==> src/design/xray_accept_pkg.sv <==
// Purpose: shared constants of the x-ray event acceptance analyzer
// Assumes: core clock 25 MHz; all times given in nanoseconds
// Notes:   cycle counts derive from the times; least times round up
package xray_accept_pkg;

  // ------------------------------------------------------------------
  // clock and times
  // ------------------------------------------------------------------
  localparam int unsigned CLK_NS        = 40;
  localparam int unsigned DELAY_NS      = 2000;      // front-end hold-back
  localparam int unsigned GATE_NS       = 5000;      // linear gate width
  localparam int unsigned SEL_DELAY_NS  = 5000;      // select-bit delay
  localparam int unsigned STOP_NS       = 10000;     // stop gate pulse
  localparam int unsigned PAIR_NS       = 5000;      // krypton/cesium pairing
  localparam int unsigned OSC_NS        = 2000;      // gated oscillator period
  localparam int unsigned BUSY_NS       = 13000000;  // dead time after event
  localparam int unsigned RISE_MIN_NS   = 500;
  localparam int unsigned RISE_MAX_NS   = 1800;

  localparam int unsigned DELAY_CYC     = (DELAY_NS + CLK_NS - 1) / CLK_NS;
  localparam int unsigned GATE_CYC      = (GATE_NS + CLK_NS - 1) / CLK_NS;
  localparam int unsigned SEL_DELAY_CYC = (SEL_DELAY_NS + CLK_NS - 1) / CLK_NS;
  localparam int unsigned STOP_CYC      = (STOP_NS + CLK_NS - 1) / CLK_NS;
  localparam int unsigned PAIR_CYC      = (PAIR_NS + CLK_NS - 1) / CLK_NS;
  localparam int unsigned OSC_CYC       = (OSC_NS + CLK_NS - 1) / CLK_NS;
  localparam int unsigned BUSY_CYC      = (BUSY_NS + CLK_NS - 1) / CLK_NS;
  localparam int unsigned RISE_MIN_CYC  = (RISE_MIN_NS + CLK_NS - 1) / CLK_NS;
  localparam int unsigned RISE_MAX_CYC  = RISE_MAX_NS / CLK_NS;

  // ------------------------------------------------------------------
  // widths and defaults
  // ------------------------------------------------------------------
  localparam int unsigned SCALER_W   = 6;
  localparam int unsigned PRESCALE_W = 2;
  localparam int unsigned RISE_W     = 7;
  localparam int unsigned OSC_W      = 6;
  localparam int unsigned NTRK       = 16;

  // ------------------------------------------------------------------
  // synchronised input vector, bit positions
  // ------------------------------------------------------------------
  localparam int unsigned IN_KR_LOW   = 0;
  localparam int unsigned IN_KR_HIGH  = 1;
  localparam int unsigned IN_CS_LOW   = 2;
  localparam int unsigned IN_CS_HIGH  = 3;
  localparam int unsigned IN_SHAPER   = 4;
  localparam int unsigned IN_PEAK     = 5;
  localparam int unsigned IN_PL10     = 6;
  localparam int unsigned IN_PL20     = 7;
  localparam int unsigned IN_PL40     = 8;
  localparam int unsigned IN_PL100    = 9;
  localparam int unsigned IN_CONV     = 10;
  localparam int unsigned IN_MAIN_INH = 11;
  localparam int unsigned IN_RDOUT    = 12;
  localparam int unsigned IN_RATE_SEQ = 13;
  localparam int unsigned IN_OVL_WIN  = 14;
  localparam int unsigned IN_OVL_SEQ  = 15;
  localparam int unsigned IN_SCL_RST  = 16;
  localparam int unsigned NIN         = 17;

  // ------------------------------------------------------------------
  // tape track bit positions (bit n-1 carries track n)
  // ------------------------------------------------------------------
  localparam int unsigned TRK_KR_SEL = 13;   // track 14
  localparam int unsigned TRK_MODE   = 14;   // track 15
  localparam int unsigned TRK_CS_SEL = 15;   // track 16
  localparam int unsigned TRK_R0     = 6;    // track 7
  localparam int unsigned TRK_R1     = 7;    // track 8
  localparam int unsigned TRK_R2     = 9;    // track 10
  localparam int unsigned TRK_R3     = 10;   // track 11
  localparam int unsigned TRK_R4     = 11;   // track 12
  localparam int unsigned TRK_R5     = 12;   // track 13

endpackage

==> src/design/one_shot.sv <==
// Purpose: retriggerable one-shot timer with end-of-pulse strobe
// Assumes: trig is a one-cycle strobe on core_clk
// Notes:   active stays high WIDTH_CYC cycles after the last trigger
`timescale 1ns/1ps
`default_nettype none

module one_shot #(
  parameter int unsigned WIDTH_CYC = 1,
  parameter int unsigned CW        = $clog2(WIDTH_CYC + 1)
) (
  // clock and reset
  input  wire logic core_clk,
  input  wire logic sys_rst,
  // control
  input  wire logic trig,
  // status
  output logic      active,
  output logic      done
);

  typedef struct packed {
    logic [CW-1:0] cnt;
    logic          act;
    logic          done;
  } shot_s;

  shot_s q;
  shot_s d;

  always_comb begin
    d      = q;
    d.done = 1'b0;
    if (trig) begin
      d.cnt = CW'(WIDTH_CYC - 1);
      d.act = 1'b1;
    end else if (q.act) begin
      if (q.cnt == '0) begin
        d.act  = 1'b0;
        d.done = 1'b1;
      end else begin
        d.cnt = q.cnt - CW'(1);
      end
    end
  end

  always_ff @(posedge core_clk) begin
    if (sys_rst) begin
      q <= '0;
    end else begin
      q <= d;
    end
  end

  assign active = q.act;
  assign done   = q.done;

endmodule // one_shot

`default_nettype wire

==> src/design/xray_event_acceptance_analyzer.sv <==
// Purpose: event acceptance, pulse-height counting and tape readout
// Assumes: discriminator and timing inputs are asynchronous levels
// Notes:   analog shaping and mode sequencing live outside this block
//
// Overview of operation
// - good krypton event analyzed only when idle
// - decision waits two microseconds before the gate
// - accepted event opens linear gate five microseconds
// - oscillator pulses counted in six-bit binary
// - readout command moves count to tracks 1-6
// - delayed low threshold sets krypton select bit
// - krypton rate counted ahead of main inhibit
// - rate counting stops during rate readout
// - high krypton threshold fires the stop gate
// - cesium good between 20 and 100 kev
// - cesium select bit set like krypton's
// - cesium rate accumulator read every five seconds
// - cesium overload counted only in window
// - overload readout marks tracks 14 and 15
// - coincidence of shaper and peak marks plastic
// - coincidence stops gates and cesium overload accumulation
// - rise time decides which channels analyze
// - four plastic thresholds classify pulse height
// - plastic overload counted in window, rate tracks
// - stop gate fires on four listed causes
// - events during thirteen millisecond dead time rejected
`timescale 1ns/1ps
`default_nettype none

module xray_event_acceptance_analyzer #(
  parameter int unsigned SCALER_W   = xray_accept_pkg::SCALER_W,
  parameter int unsigned PRESCALE_W = xray_accept_pkg::PRESCALE_W,
  parameter int unsigned BUSY_CYC   = xray_accept_pkg::BUSY_CYC
) (
  // clock and reset
  input  wire logic                             core_clk,
  input  wire logic                             sys_rst,
  // krypton and cesium discriminators
  input  wire logic                             krLowThr,
  input  wire logic                             krHighThr,
  input  wire logic                             csLowThr,
  input  wire logic                             csHighThr,
  // plastic origin discrimination and thresholds
  input  wire logic                             fastShaper,
  input  wire logic                             peakDetect,
  input  wire logic                             plThr10,
  input  wire logic                             plThr20,
  input  wire logic                             plThr40,
  input  wire logic                             plThr100,
  // conversion drive from pulse shaper
  input  wire logic                             convDrive,
  // timing generator and mode sequencing
  input  wire logic                             mainInhibit,
  input  wire logic                             readoutCmd,
  input  wire logic                             rateReadout,
  input  wire logic                             overloadWindow,
  input  wire logic                             overloadReadout,
  input  wire logic                             scalerReset,
  // tape heads
  output logic      [xray_accept_pkg::NTRK-1:0] tapeTracks,
  output logic                                  tapeWrite,
  // analyzer status
  output logic                                  linGateOpen,
  output logic                                  stopGateOut,
  output logic                                  analyzerBusy,
  output logic      [1:0]                       plChannel,
  output logic                                  plValid
);

  localparam int unsigned NIN = xray_accept_pkg::NIN;
  localparam int unsigned NT  = xray_accept_pkg::NTRK;
  localparam int unsigned RW  = xray_accept_pkg::RISE_W;
  localparam int unsigned OW  = xray_accept_pkg::OSC_W;

  typedef struct packed {
    logic [NIN-1:0]        s1;
    logic [NIN-1:0]        s2;
    logic [NIN-1:0]        s3;
    logic [RW-1:0]         riseCnt;
    logic                  shaperSeen;
    logic [OW-1:0]         oscCnt;
    logic                  convActive;
    logic [SCALER_W-1:0]   phCount;
    logic [SCALER_W-1:0]   krRate;
    logic [SCALER_W-1:0]   csRate;
    logic [SCALER_W-1:0]   csOvl;
    logic [SCALER_W-1:0]   plOvl;
    logic [PRESCALE_W-1:0] krPre;
    logic                  krSel;
    logic                  csSel;
    logic [1:0]            plChan;
    logic                  plValid;
    logic [NT-1:0]         tracks;
    logic                  tapeWr;
  } state_s;

  state_s q;
  state_s d;

  // ------------------------------------------------------------------
  // decode helpers
  // ------------------------------------------------------------------
  // six-bit value onto the rate-accumulator tracks
  function automatic logic [NT-1:0] rateTracks(input logic [SCALER_W-1:0] v);
    logic [NT-1:0] t;
    t = '0;
    t[xray_accept_pkg::TRK_R0] = v[0];
    t[xray_accept_pkg::TRK_R1] = v[1];
    t[xray_accept_pkg::TRK_R2] = v[2];
    t[xray_accept_pkg::TRK_R3] = v[3];
    t[xray_accept_pkg::TRK_R4] = v[4];
    t[xray_accept_pkg::TRK_R5] = v[5];
    return t;
  endfunction

  // scaler onto tracks 1-6
  function automatic logic [NT-1:0] lowTracks(input logic [SCALER_W-1:0] v);
    return NT'(v);
  endfunction

  // ------------------------------------------------------------------
  // pin levels and strobes
  // ------------------------------------------------------------------
  logic [NIN-1:0] pins;
  logic [NIN-1:0] lvl;
  logic [NIN-1:0] stb;

  assign pins = {scalerReset, overloadReadout, overloadWindow, rateReadout,
                 readoutCmd, mainInhibit, convDrive, plThr100, plThr40,
                 plThr20, plThr10, peakDetect, fastShaper, csHighThr,
                 csLowThr, krHighThr, krLowThr};
  assign lvl  = q.s2;
  assign stb  = q.s2 & ~q.s3;

  // ------------------------------------------------------------------
  // timers
  // ------------------------------------------------------------------
  logic dlyADone;
  logic dlyBDone;
  logic selADone;
  logic selBDone;
  logic gateAct;
  logic stopAct;
  logic plIndAct;
  logic pairAAct;
  logic pairBAct;
  logic busyAct;
  logic coinc;
  logic pairHit;
  logic acceptA;
  logic acceptB;
  logic stopTrig;

  // fast rise means plastic or a too-fast cesium pulse
  assign coinc = stb[xray_accept_pkg::IN_PEAK] &&
                 (stb[xray_accept_pkg::IN_SHAPER] ||
                  (q.shaperSeen &&
                   q.riseCnt < RW'(xray_accept_pkg::RISE_MIN_CYC)));

  assign pairHit = (stb[xray_accept_pkg::IN_KR_LOW] && pairBAct) ||
                   (stb[xray_accept_pkg::IN_CS_LOW] && pairAAct) ||
                   (stb[xray_accept_pkg::IN_KR_LOW] &&
                    stb[xray_accept_pkg::IN_CS_LOW]);

  assign stopTrig = stb[xray_accept_pkg::IN_KR_HIGH] ||
                    stb[xray_accept_pkg::IN_CS_HIGH] ||
                    coinc || pairHit;

  // dead time and main inhibit both hold off a new conversion
  assign acceptA = dlyADone && !stopAct && !lvl[xray_accept_pkg::IN_MAIN_INH] &&
                   !busyAct && !gateAct;
  assign acceptB = dlyBDone && !stopAct && !lvl[xray_accept_pkg::IN_MAIN_INH] &&
                   !busyAct && !gateAct;

  one_shot #(.WIDTH_CYC(xray_accept_pkg::DELAY_CYC)) u_dlyA (
    .core_clk(core_clk), .sys_rst(sys_rst),
    .trig(stb[xray_accept_pkg::IN_KR_LOW]), .active(), .done(dlyADone));
  one_shot #(.WIDTH_CYC(xray_accept_pkg::DELAY_CYC)) u_dlyB (
    .core_clk(core_clk), .sys_rst(sys_rst),
    .trig(stb[xray_accept_pkg::IN_CS_LOW]), .active(), .done(dlyBDone));
  one_shot #(.WIDTH_CYC(xray_accept_pkg::SEL_DELAY_CYC)) u_selA (
    .core_clk(core_clk), .sys_rst(sys_rst),
    .trig(stb[xray_accept_pkg::IN_KR_LOW]), .active(), .done(selADone));
  one_shot #(.WIDTH_CYC(xray_accept_pkg::SEL_DELAY_CYC)) u_selB (
    .core_clk(core_clk), .sys_rst(sys_rst),
    .trig(stb[xray_accept_pkg::IN_CS_LOW]), .active(), .done(selBDone));
  one_shot #(.WIDTH_CYC(xray_accept_pkg::GATE_CYC)) u_gate (
    .core_clk(core_clk), .sys_rst(sys_rst),
    .trig(acceptA || acceptB), .active(gateAct), .done());
  one_shot #(.WIDTH_CYC(xray_accept_pkg::STOP_CYC)) u_stop (
    .core_clk(core_clk), .sys_rst(sys_rst),
    .trig(stopTrig), .active(stopAct), .done());
  one_shot #(.WIDTH_CYC(xray_accept_pkg::STOP_CYC)) u_plInd (
    .core_clk(core_clk), .sys_rst(sys_rst),
    .trig(coinc), .active(plIndAct), .done());
  one_shot #(.WIDTH_CYC(xray_accept_pkg::PAIR_CYC)) u_pairA (
    .core_clk(core_clk), .sys_rst(sys_rst),
    .trig(stb[xray_accept_pkg::IN_KR_LOW]), .active(pairAAct), .done());
  one_shot #(.WIDTH_CYC(xray_accept_pkg::PAIR_CYC)) u_pairB (
    .core_clk(core_clk), .sys_rst(sys_rst),
    .trig(stb[xray_accept_pkg::IN_CS_LOW]), .active(pairBAct), .done());
  one_shot #(.WIDTH_CYC(BUSY_CYC)) u_busy (
    .core_clk(core_clk), .sys_rst(sys_rst),
    .trig(acceptA || acceptB), .active(busyAct), .done());

  // ------------------------------------------------------------------
  // next state
  // ------------------------------------------------------------------
  always_comb begin
    d        = q;
    d.s1     = pins;
    d.s2     = q.s1;
    d.s3     = q.s2;
    d.tapeWr = 1'b0;

    // rise time from shaper to peak
    if (stb[xray_accept_pkg::IN_SHAPER]) begin
      d.riseCnt    = '0;
      d.shaperSeen = 1'b1;
    end else if (q.shaperSeen && q.riseCnt != '1) begin
      d.riseCnt = q.riseCnt + RW'(1);
    end

    // four-channel class, withheld for fast or overly slow pulses
    if (stb[xray_accept_pkg::IN_PEAK]) begin
      d.shaperSeen = 1'b0;
      if (lvl[xray_accept_pkg::IN_PL100]) begin
        d.plChan = 2'h3;
      end else if (lvl[xray_accept_pkg::IN_PL40]) begin
        d.plChan = 2'h2;
      end else if (lvl[xray_accept_pkg::IN_PL20]) begin
        d.plChan = 2'h1;
      end else begin
        d.plChan = 2'h0;
      end
      d.plValid = lvl[xray_accept_pkg::IN_PL10] && !coinc && !stopAct &&
                  (stb[xray_accept_pkg::IN_SHAPER] ||
                   q.riseCnt <= RW'(xray_accept_pkg::RISE_MAX_CYC));
    end
    if (stopAct) begin
      d.plValid = 1'b0;
    end

    // scaler reset after parallel readout clears what was read
    if (stb[xray_accept_pkg::IN_SCL_RST]) begin
      d.phCount    = '0;
      d.krSel      = 1'b0;
      d.csSel      = 1'b0;
      d.convActive = 1'b0;
      d.oscCnt     = '0;
      if (lvl[xray_accept_pkg::IN_RATE_SEQ]) begin
        d.krRate = '0;
        d.csRate = '0;
      end
      if (lvl[xray_accept_pkg::IN_OVL_SEQ]) begin
        d.csOvl = '0;
        d.plOvl = '0;
      end
    end

    // gated oscillator drives the pulse-height binary
    if (acceptA || acceptB) begin
      d.convActive = 1'b1;
      d.oscCnt     = '0;
    end else if (q.convActive && lvl[xray_accept_pkg::IN_CONV]) begin
      if (q.oscCnt == OW'(xray_accept_pkg::OSC_CYC - 1)) begin
        d.oscCnt  = '0;
        d.phCount = q.phCount + SCALER_W'(1);
      end else begin
        d.oscCnt = q.oscCnt + OW'(1);
      end
    end

    // select bits, blocked by stop gate and main inhibit
    if (selADone && !stopAct && !lvl[xray_accept_pkg::IN_MAIN_INH]) begin
      d.krSel = 1'b1;
    end
    if (selBDone && !stopAct && !lvl[xray_accept_pkg::IN_MAIN_INH]) begin
      d.csSel = 1'b1;
    end

    // rate counting taken ahead of the main inhibit
    if (selADone && !stopAct && !lvl[xray_accept_pkg::IN_RATE_SEQ]) begin
      d.krPre = q.krPre + PRESCALE_W'(1);
      if (q.krPre == '1) begin
        d.krRate = q.krRate + SCALER_W'(1);
      end
    end
    if (selBDone && !stopAct && !lvl[xray_accept_pkg::IN_RATE_SEQ]) begin
      d.csRate = q.csRate + SCALER_W'(1);
    end

    // high-energy counting only inside the overload window
    if (stb[xray_accept_pkg::IN_CS_HIGH] && lvl[xray_accept_pkg::IN_OVL_WIN] &&
        !plIndAct && !coinc) begin
      d.csOvl = q.csOvl + SCALER_W'(1);
    end
    if (stb[xray_accept_pkg::IN_PL100] && lvl[xray_accept_pkg::IN_OVL_WIN]) begin
      d.plOvl = q.plOvl + SCALER_W'(1);
    end

    // parallel readout onto the tape heads
    if (stb[xray_accept_pkg::IN_RDOUT]) begin
      d.tapeWr = 1'b1;
      if (lvl[xray_accept_pkg::IN_OVL_SEQ]) begin
        d.tracks = lowTracks(q.csOvl) | rateTracks(q.plOvl);
        d.tracks[xray_accept_pkg::TRK_KR_SEL] = 1'b1;
        d.tracks[xray_accept_pkg::TRK_MODE]   = 1'b1;
      end else if (lvl[xray_accept_pkg::IN_RATE_SEQ]) begin
        d.tracks = lowTracks(q.csRate) | rateTracks(q.krRate);
        d.tracks[xray_accept_pkg::TRK_MODE] = 1'b1;
      end else begin
        d.tracks = lowTracks(q.phCount);
        d.tracks[xray_accept_pkg::TRK_KR_SEL] = q.krSel;
        d.tracks[xray_accept_pkg::TRK_CS_SEL] = q.csSel;
      end
    end
  end

  always_ff @(posedge core_clk) begin
    if (sys_rst) begin
      q <= '0;
    end else begin
      q <= d;
    end
  end

  // ------------------------------------------------------------------
  // outputs
  // ------------------------------------------------------------------
  assign tapeTracks   = q.tracks;
  assign tapeWrite    = q.tapeWr;
  assign linGateOpen  = gateAct;
  assign stopGateOut  = stopAct;
  assign analyzerBusy = busyAct;
  assign plChannel    = q.plChan;
  assign plValid      = q.plValid;

endmodule // xray_event_acceptance_analyzer

`default_nettype wire

==> config.mk <==
export PLATFORM = sky130hd
export DESIGN_NAME = xray_event_acceptance_analyzer
export DESIGN_NICKNAME = d
export VERILOG_FILES = /design/src/design/xray_accept_pkg.sv /design/src/design/one_shot.sv /design/src/design/xray_event_acceptance_analyzer.sv
export SDC_FILE = /design/constraint.sdc
export NUM_CORES = 1
export LEC_CHECK = 0
export BUFFER_PORTS_ARGS = -buffer_cell sky130_fd_sc_hd__buf_2
export CELL_PAD_IN_SITES_DETAIL_PLACEMENT = 1
export CELL_PAD_IN_SITES_GLOBAL_PLACEMENT = 2
export CORE_AREA = 2 2 182 148
export DETAILED_ROUTE_END_ITERATION = 12
export DIE_AREA = 0 0 184 150
export PLACE_DENSITY = 0.86
export SYNTH_ARGS = -nofsm -noshare
export SYNTH_HDL_FRONTEND = slang
export SYNTH_HIERARCHICAL = 1
export SYNTH_SLANG_ARGS = --single-unit
==> constraint.sdc <==
create_clock -name core_clk -period 2.4 [get_ports core_clk]
set_input_delay 0.36 -clock core_clk [delete_from_list [all_inputs] [get_ports core_clk]]
set_output_delay 0.36 -clock core_clk [all_outputs]
set_load 0.02 [all_outputs]
# After elaboration in Yosys (flattened, before gate mapping)
# Index checks and enable logic that the tools add are counted.
# word_totals
ram_bits,0
regBits,216
elab_cells,275
inputBits,19
out_inout_bits,23
mem_count,0
latch_bits,0
mem_bits_ro,0
# classes
reduce_logical,108
bitwise,18
n_div,0
shifts,0
magnitude_cmp,2
mul,0
eq_ne,13
muxes,63
n_addsub,18
# ops
operator,n
2-to-1 mux 6 bit,12
2-to-1 mux 8 bit,9
2-to-1 mux 9 bit,7
2-to-1 mux 7 bit,7
AND reduction 2 bit,23
nonzero test 2 bit,20
2-to-1 mux 37 bit,1
adder 6 x 1 -> 6 bit (second input constant),6
logical NOT 7 bit,5
subtractor 7 x 1 -> 7 bit (second input constant),5
2-to-1 mux 16 bit,2
logical AND 1 bit,28
2-to-1 mux 2 bit,13
bitwise OR 6 x 13 -> 13 bit,2
2-to-1 mux 12 bit,2
2-to-1 mux 21 bit,1
2-to-1 mux 10 bit,2
2-to-1 mux 20 bit,1
logical NOT 19 bit,1
2-to-1 mux 19 bit,1
subtractor 19 x 1 -> 19 bit (second input constant),1
bitwise AND 17 bit,1
NOT 17 bit,1
logical NOT 8 bit,2
18 further kinds,69

# Logic depth before layout (Yosys ltp)
# depth
word_depth,8
depth_mapped,8
mapped_depth_nobuf,7

# Modules after synthesis
# The synthesis kept the hierarchy.
# by_module_without_submodules
mod,instances,area_per_inst_um2,cells_each
xray_event_acceptance_analyzer,1,4712.0,525
one_shot (u_gate ...),5,452.9,53
one_shot (u_plInd ...),2,550.5,63
one_shot (u_busy),1,1022.2,114
one_shot (u_dlyA ...),2,415.4,47

# Least setup slack after synthesis
# OpenSTA, ideal clock, no wires.
# synth_timing
path_kind,register to register
from,register q[66] (netlist name)
to,register u_stop/q[2] (netlist name)
slack_ps,329
period_less_slack_ps,2071
setup_time_ps,103
arrival_time_ps,1967
path_stages_with_launch,7
cell_sequence,dfxtp_1 -> or4b_4 -> o22a_2 -> o211ai_1 -> clkbuf_1 -> nor2_1 -> a2111oi_2
# synth_rtl
item,line,source
to (signal assigned),one_shot.sv:48,q <= '0;
to (signal assigned),one_shot.sv:50,q <= d;
to (decl),one_shot.sv:27,shot_s q;

==> out/qor.csv <==
metric;value;unit
outcome;finished, final reports clean;
hold_end;d[95]$_SDFF_PP0_;
detail_route.drc_violations;0;
postCtsSetupRepairBufs;0;
num_antenna_cells;0;
antenna_found_initial;0;
timing.max_slew.rel_slack;53.5;%
critical_path.reg2reg.startpoint;q[66]$_SDFFE_PP0P_;
cp_data_required_time;2.81;ns
max-cap-violations;0;
floorplan.die.width;184;microns
hold_class;in2reg;
total_clock_buffers_created_by_cts;23;
start_kind;flop;
die-height;150;microns
nNetsFinal;1175;
detail_route.wirelength;23700;microns
yosysWarnings;6;
worstSetupPathType;reg2reg;
fin_ws;0.124;ns
mappedNetlistArea;9750;sq um
drt_iter0_markers;371;
setup_tns;0;ns
postSynthNetCount;1155;
grt_pass1_vias;7973;
avgRoutedWirePerCell;16.1;microns
clk_pin_slew;0.07;ns
initial_core_util;37.7;%
worst_setup_path_end_kind;flop;
place_congestion;0.747;
tightest_slew;0.689;ns
critical_path_peak_fanout;6;
drv_slew;0;
power.ir.vdd_worst;0.000538;V
regToRegEndpoint;u_stop/q[2]$_SDFFE_PP0P_;
reg2reg_slack;0.12;ns
min_period;2.28;ns
critical_path_arrival;2.68;ns
setup_violations;0;
hold_fails_final_rpt;0;
track_usage;17.3;%
top_level_ports;42;
clock_tree.htree_level_count;1;
cts_hold_buf;0;
dieArea;27600;sq um
hold_path_depth;2;
grt.overflow.total;0;
synth.avg_cell_area;8.81;sq um
area_growth_syn_to_fin;13.4;%
hpwl;16300;microns
post_drt_via_cell_ratio;5.48;
rsz0062_at_grt;false;
drive_gt1_share;12.8;%
grt_first_pass_wirelength;40100;microns
pin_count_of_the_biggest_net_entering_global_routing;79;
drt_pass1_iterations;5;
leakagePower;4.09;nW
placement_rows;53;
clock-sinks;207;
floorplan.core_area;25900;sq um
post_cts.resized_instances;0;
post-place-ws;0.176;ns
synth_cells;1107;
clk-insertion-delay-late;0.51;ns
route.antenna.remaining_nets;0;
worst_clock_skew;0.00747;ns
io_buffers;40;
pd_cells;752;nW/um^2
hold_path.startpoint;plThr100;
timing.fmax;439;MHz
ctsRootBufferMaster;sky130_fd_sc_hd__clkbuf_16;
final_core_utilization;42.7;%
cts_tree;built;
route.vias.total;8081;
worst-r2r-cell-count;6;
ctsLongestPathBuffers;3;
final.period_utilization;94.8;%
## power breakdown
part / internal (W) / total (W) / switching [W] / leakage (nW)
sequential: 0.00357 / 0.00370 / 0.000137 / 1.68
clock: 0.00238 / 0.00382 / 0.00144 / 0.414
combinational: 0.000299 / 0.000786 / 0.000487 / 1.99
total: 0.00624 / 0.00831 / 0.00207 / 4.09
## flip-flops by register name, indices dropped and copies added (netlist names), 8 cells and up
| register | flops |
|---|---|
| q | 58 |
| u_busy/q | 19 |
| tapeTracks | 15 |
| u_stop/q | 8 |
| d | 17 |
| lvl | 17 |
| u_plInd/q | 8 |
## worst max-delay path by stage
stage | start | end | depth (start not counted)
2_1_floorplan | q[66]$_SDFFE_PP0P_ | u_stop/q[2]$_SDFFE_PP0P_ | 6
3_3_place_gp | u_busy/q[7]$_SDFFE_PP0P_ | u_busy/q[16]$_SDFFE_PP0P_ | 5
3_5_place_dp | q[66]$_SDFFE_PP0P_ | u_stop/q[2]$_SDFFE_PP0P_ | 6
4_1_cts | q[66]$_SDFFE_PP0P_ | u_stop/q[2]$_SDFFE_PP0P_ | 6
5_1_grt | u_busy/q[7]$_SDFFE_PP0P_ | u_busy/q[10]$_SDFFE_PP0P_ | 5
6_report | q[66]$_SDFFE_PP0P_ | u_stop/q[2]$_SDFFE_PP0P_ | 6
## layout by cell type (no fill, tap or decap), types with 8 or more instances in the layout
cell type	instances
sky130_fd_sc_hd__a31oi_1	19
sky130_fd_sc_hd__clkbuf_16	23
sky130_fd_sc_hd__o31ai_1	10
sky130_fd_sc_hd__nand2_1	79
sky130_fd_sc_hd__nand2b_1	15
sky130_fd_sc_hd__nor3_1	33
sky130_fd_sc_hd__ha_1	29
sky130_fd_sc_hd__or4_1	16
sky130_fd_sc_hd__nor2b_1	54
sky130_fd_sc_hd__nand3_1	13
sky130_fd_sc_hd__xor2_1	14
sky130_fd_sc_hd__o211ai_1	29
sky130_fd_sc_hd__inv_1	67
sky130_fd_sc_hd__a211oi_1	10
sky130_fd_sc_hd__o21ai_0	41
sky130_fd_sc_hd__a21oi_1	79
sky130_fd_sc_hd__nand4_1	12
sky130_fd_sc_hd__nor4b_1	8
sky130_fd_sc_hd__buf_4	22
sky130_fd_sc_hd__or3_1	17
sky130_fd_sc_hd__o2111ai_1	18
sky130_fd_sc_hd__dfxtp_1	207
sky130_fd_sc_hd__nor2_1	94
sky130_fd_sc_hd__mux2i_1	18
sky130_fd_sc_hd__buf_2	39
## critical path, stage by stage (launching register included)
cell	delay, ns
sky130_fd_sc_hd__dfxtp_1	0.36
sky130_fd_sc_hd__or4b_4	0.56
sky130_fd_sc_hd__o22a_2	0.25
sky130_fd_sc_hd__o211ai_1	0.35
sky130_fd_sc_hd__inv_1	0.20
sky130_fd_sc_hd__o311a_1	0.16
sky130_fd_sc_hd__a2111oi_2	0.28
## per-layer routing
metal	vias to the layer above	GRT usage, %	part of all wire (%)
li1	4031	-	-
met2	95	27.4	44
met1	3924	25.1	52
met3	31	2.48	3.0
met5	-	0	0
met4	0	3.32	1.5
## cell type report
cell class / instances / area (sq um)
Fill cell: 3016 / 14800
Clock buffer: 31 / 666
Clock inverter: 11 / 163
Timing Repair Buffer: 64 / 412
Tap cell: 330 / 413
Sequential cell: 207 / 4140
Inverter: 68 / 255
Multi-Input combinational cell: 763 / 5000
## metrics by stage
step	total power, W	instance area, sq um	cells	hold WS, ns
2_1_floorplan	0.00433	9750	1107	0.406
3_3_place_gp	0.00453	10200	1432	0.418
3_5_place_dp	0.00455	10200	1432	0.425
4_1_cts	0.00841	11100	1474	0.0407
5_1_grt	0.00868	11100	1474	0.0565
6_report	0.00831	11100	1474	0.0509
Power figures use the tool's default switching activity.
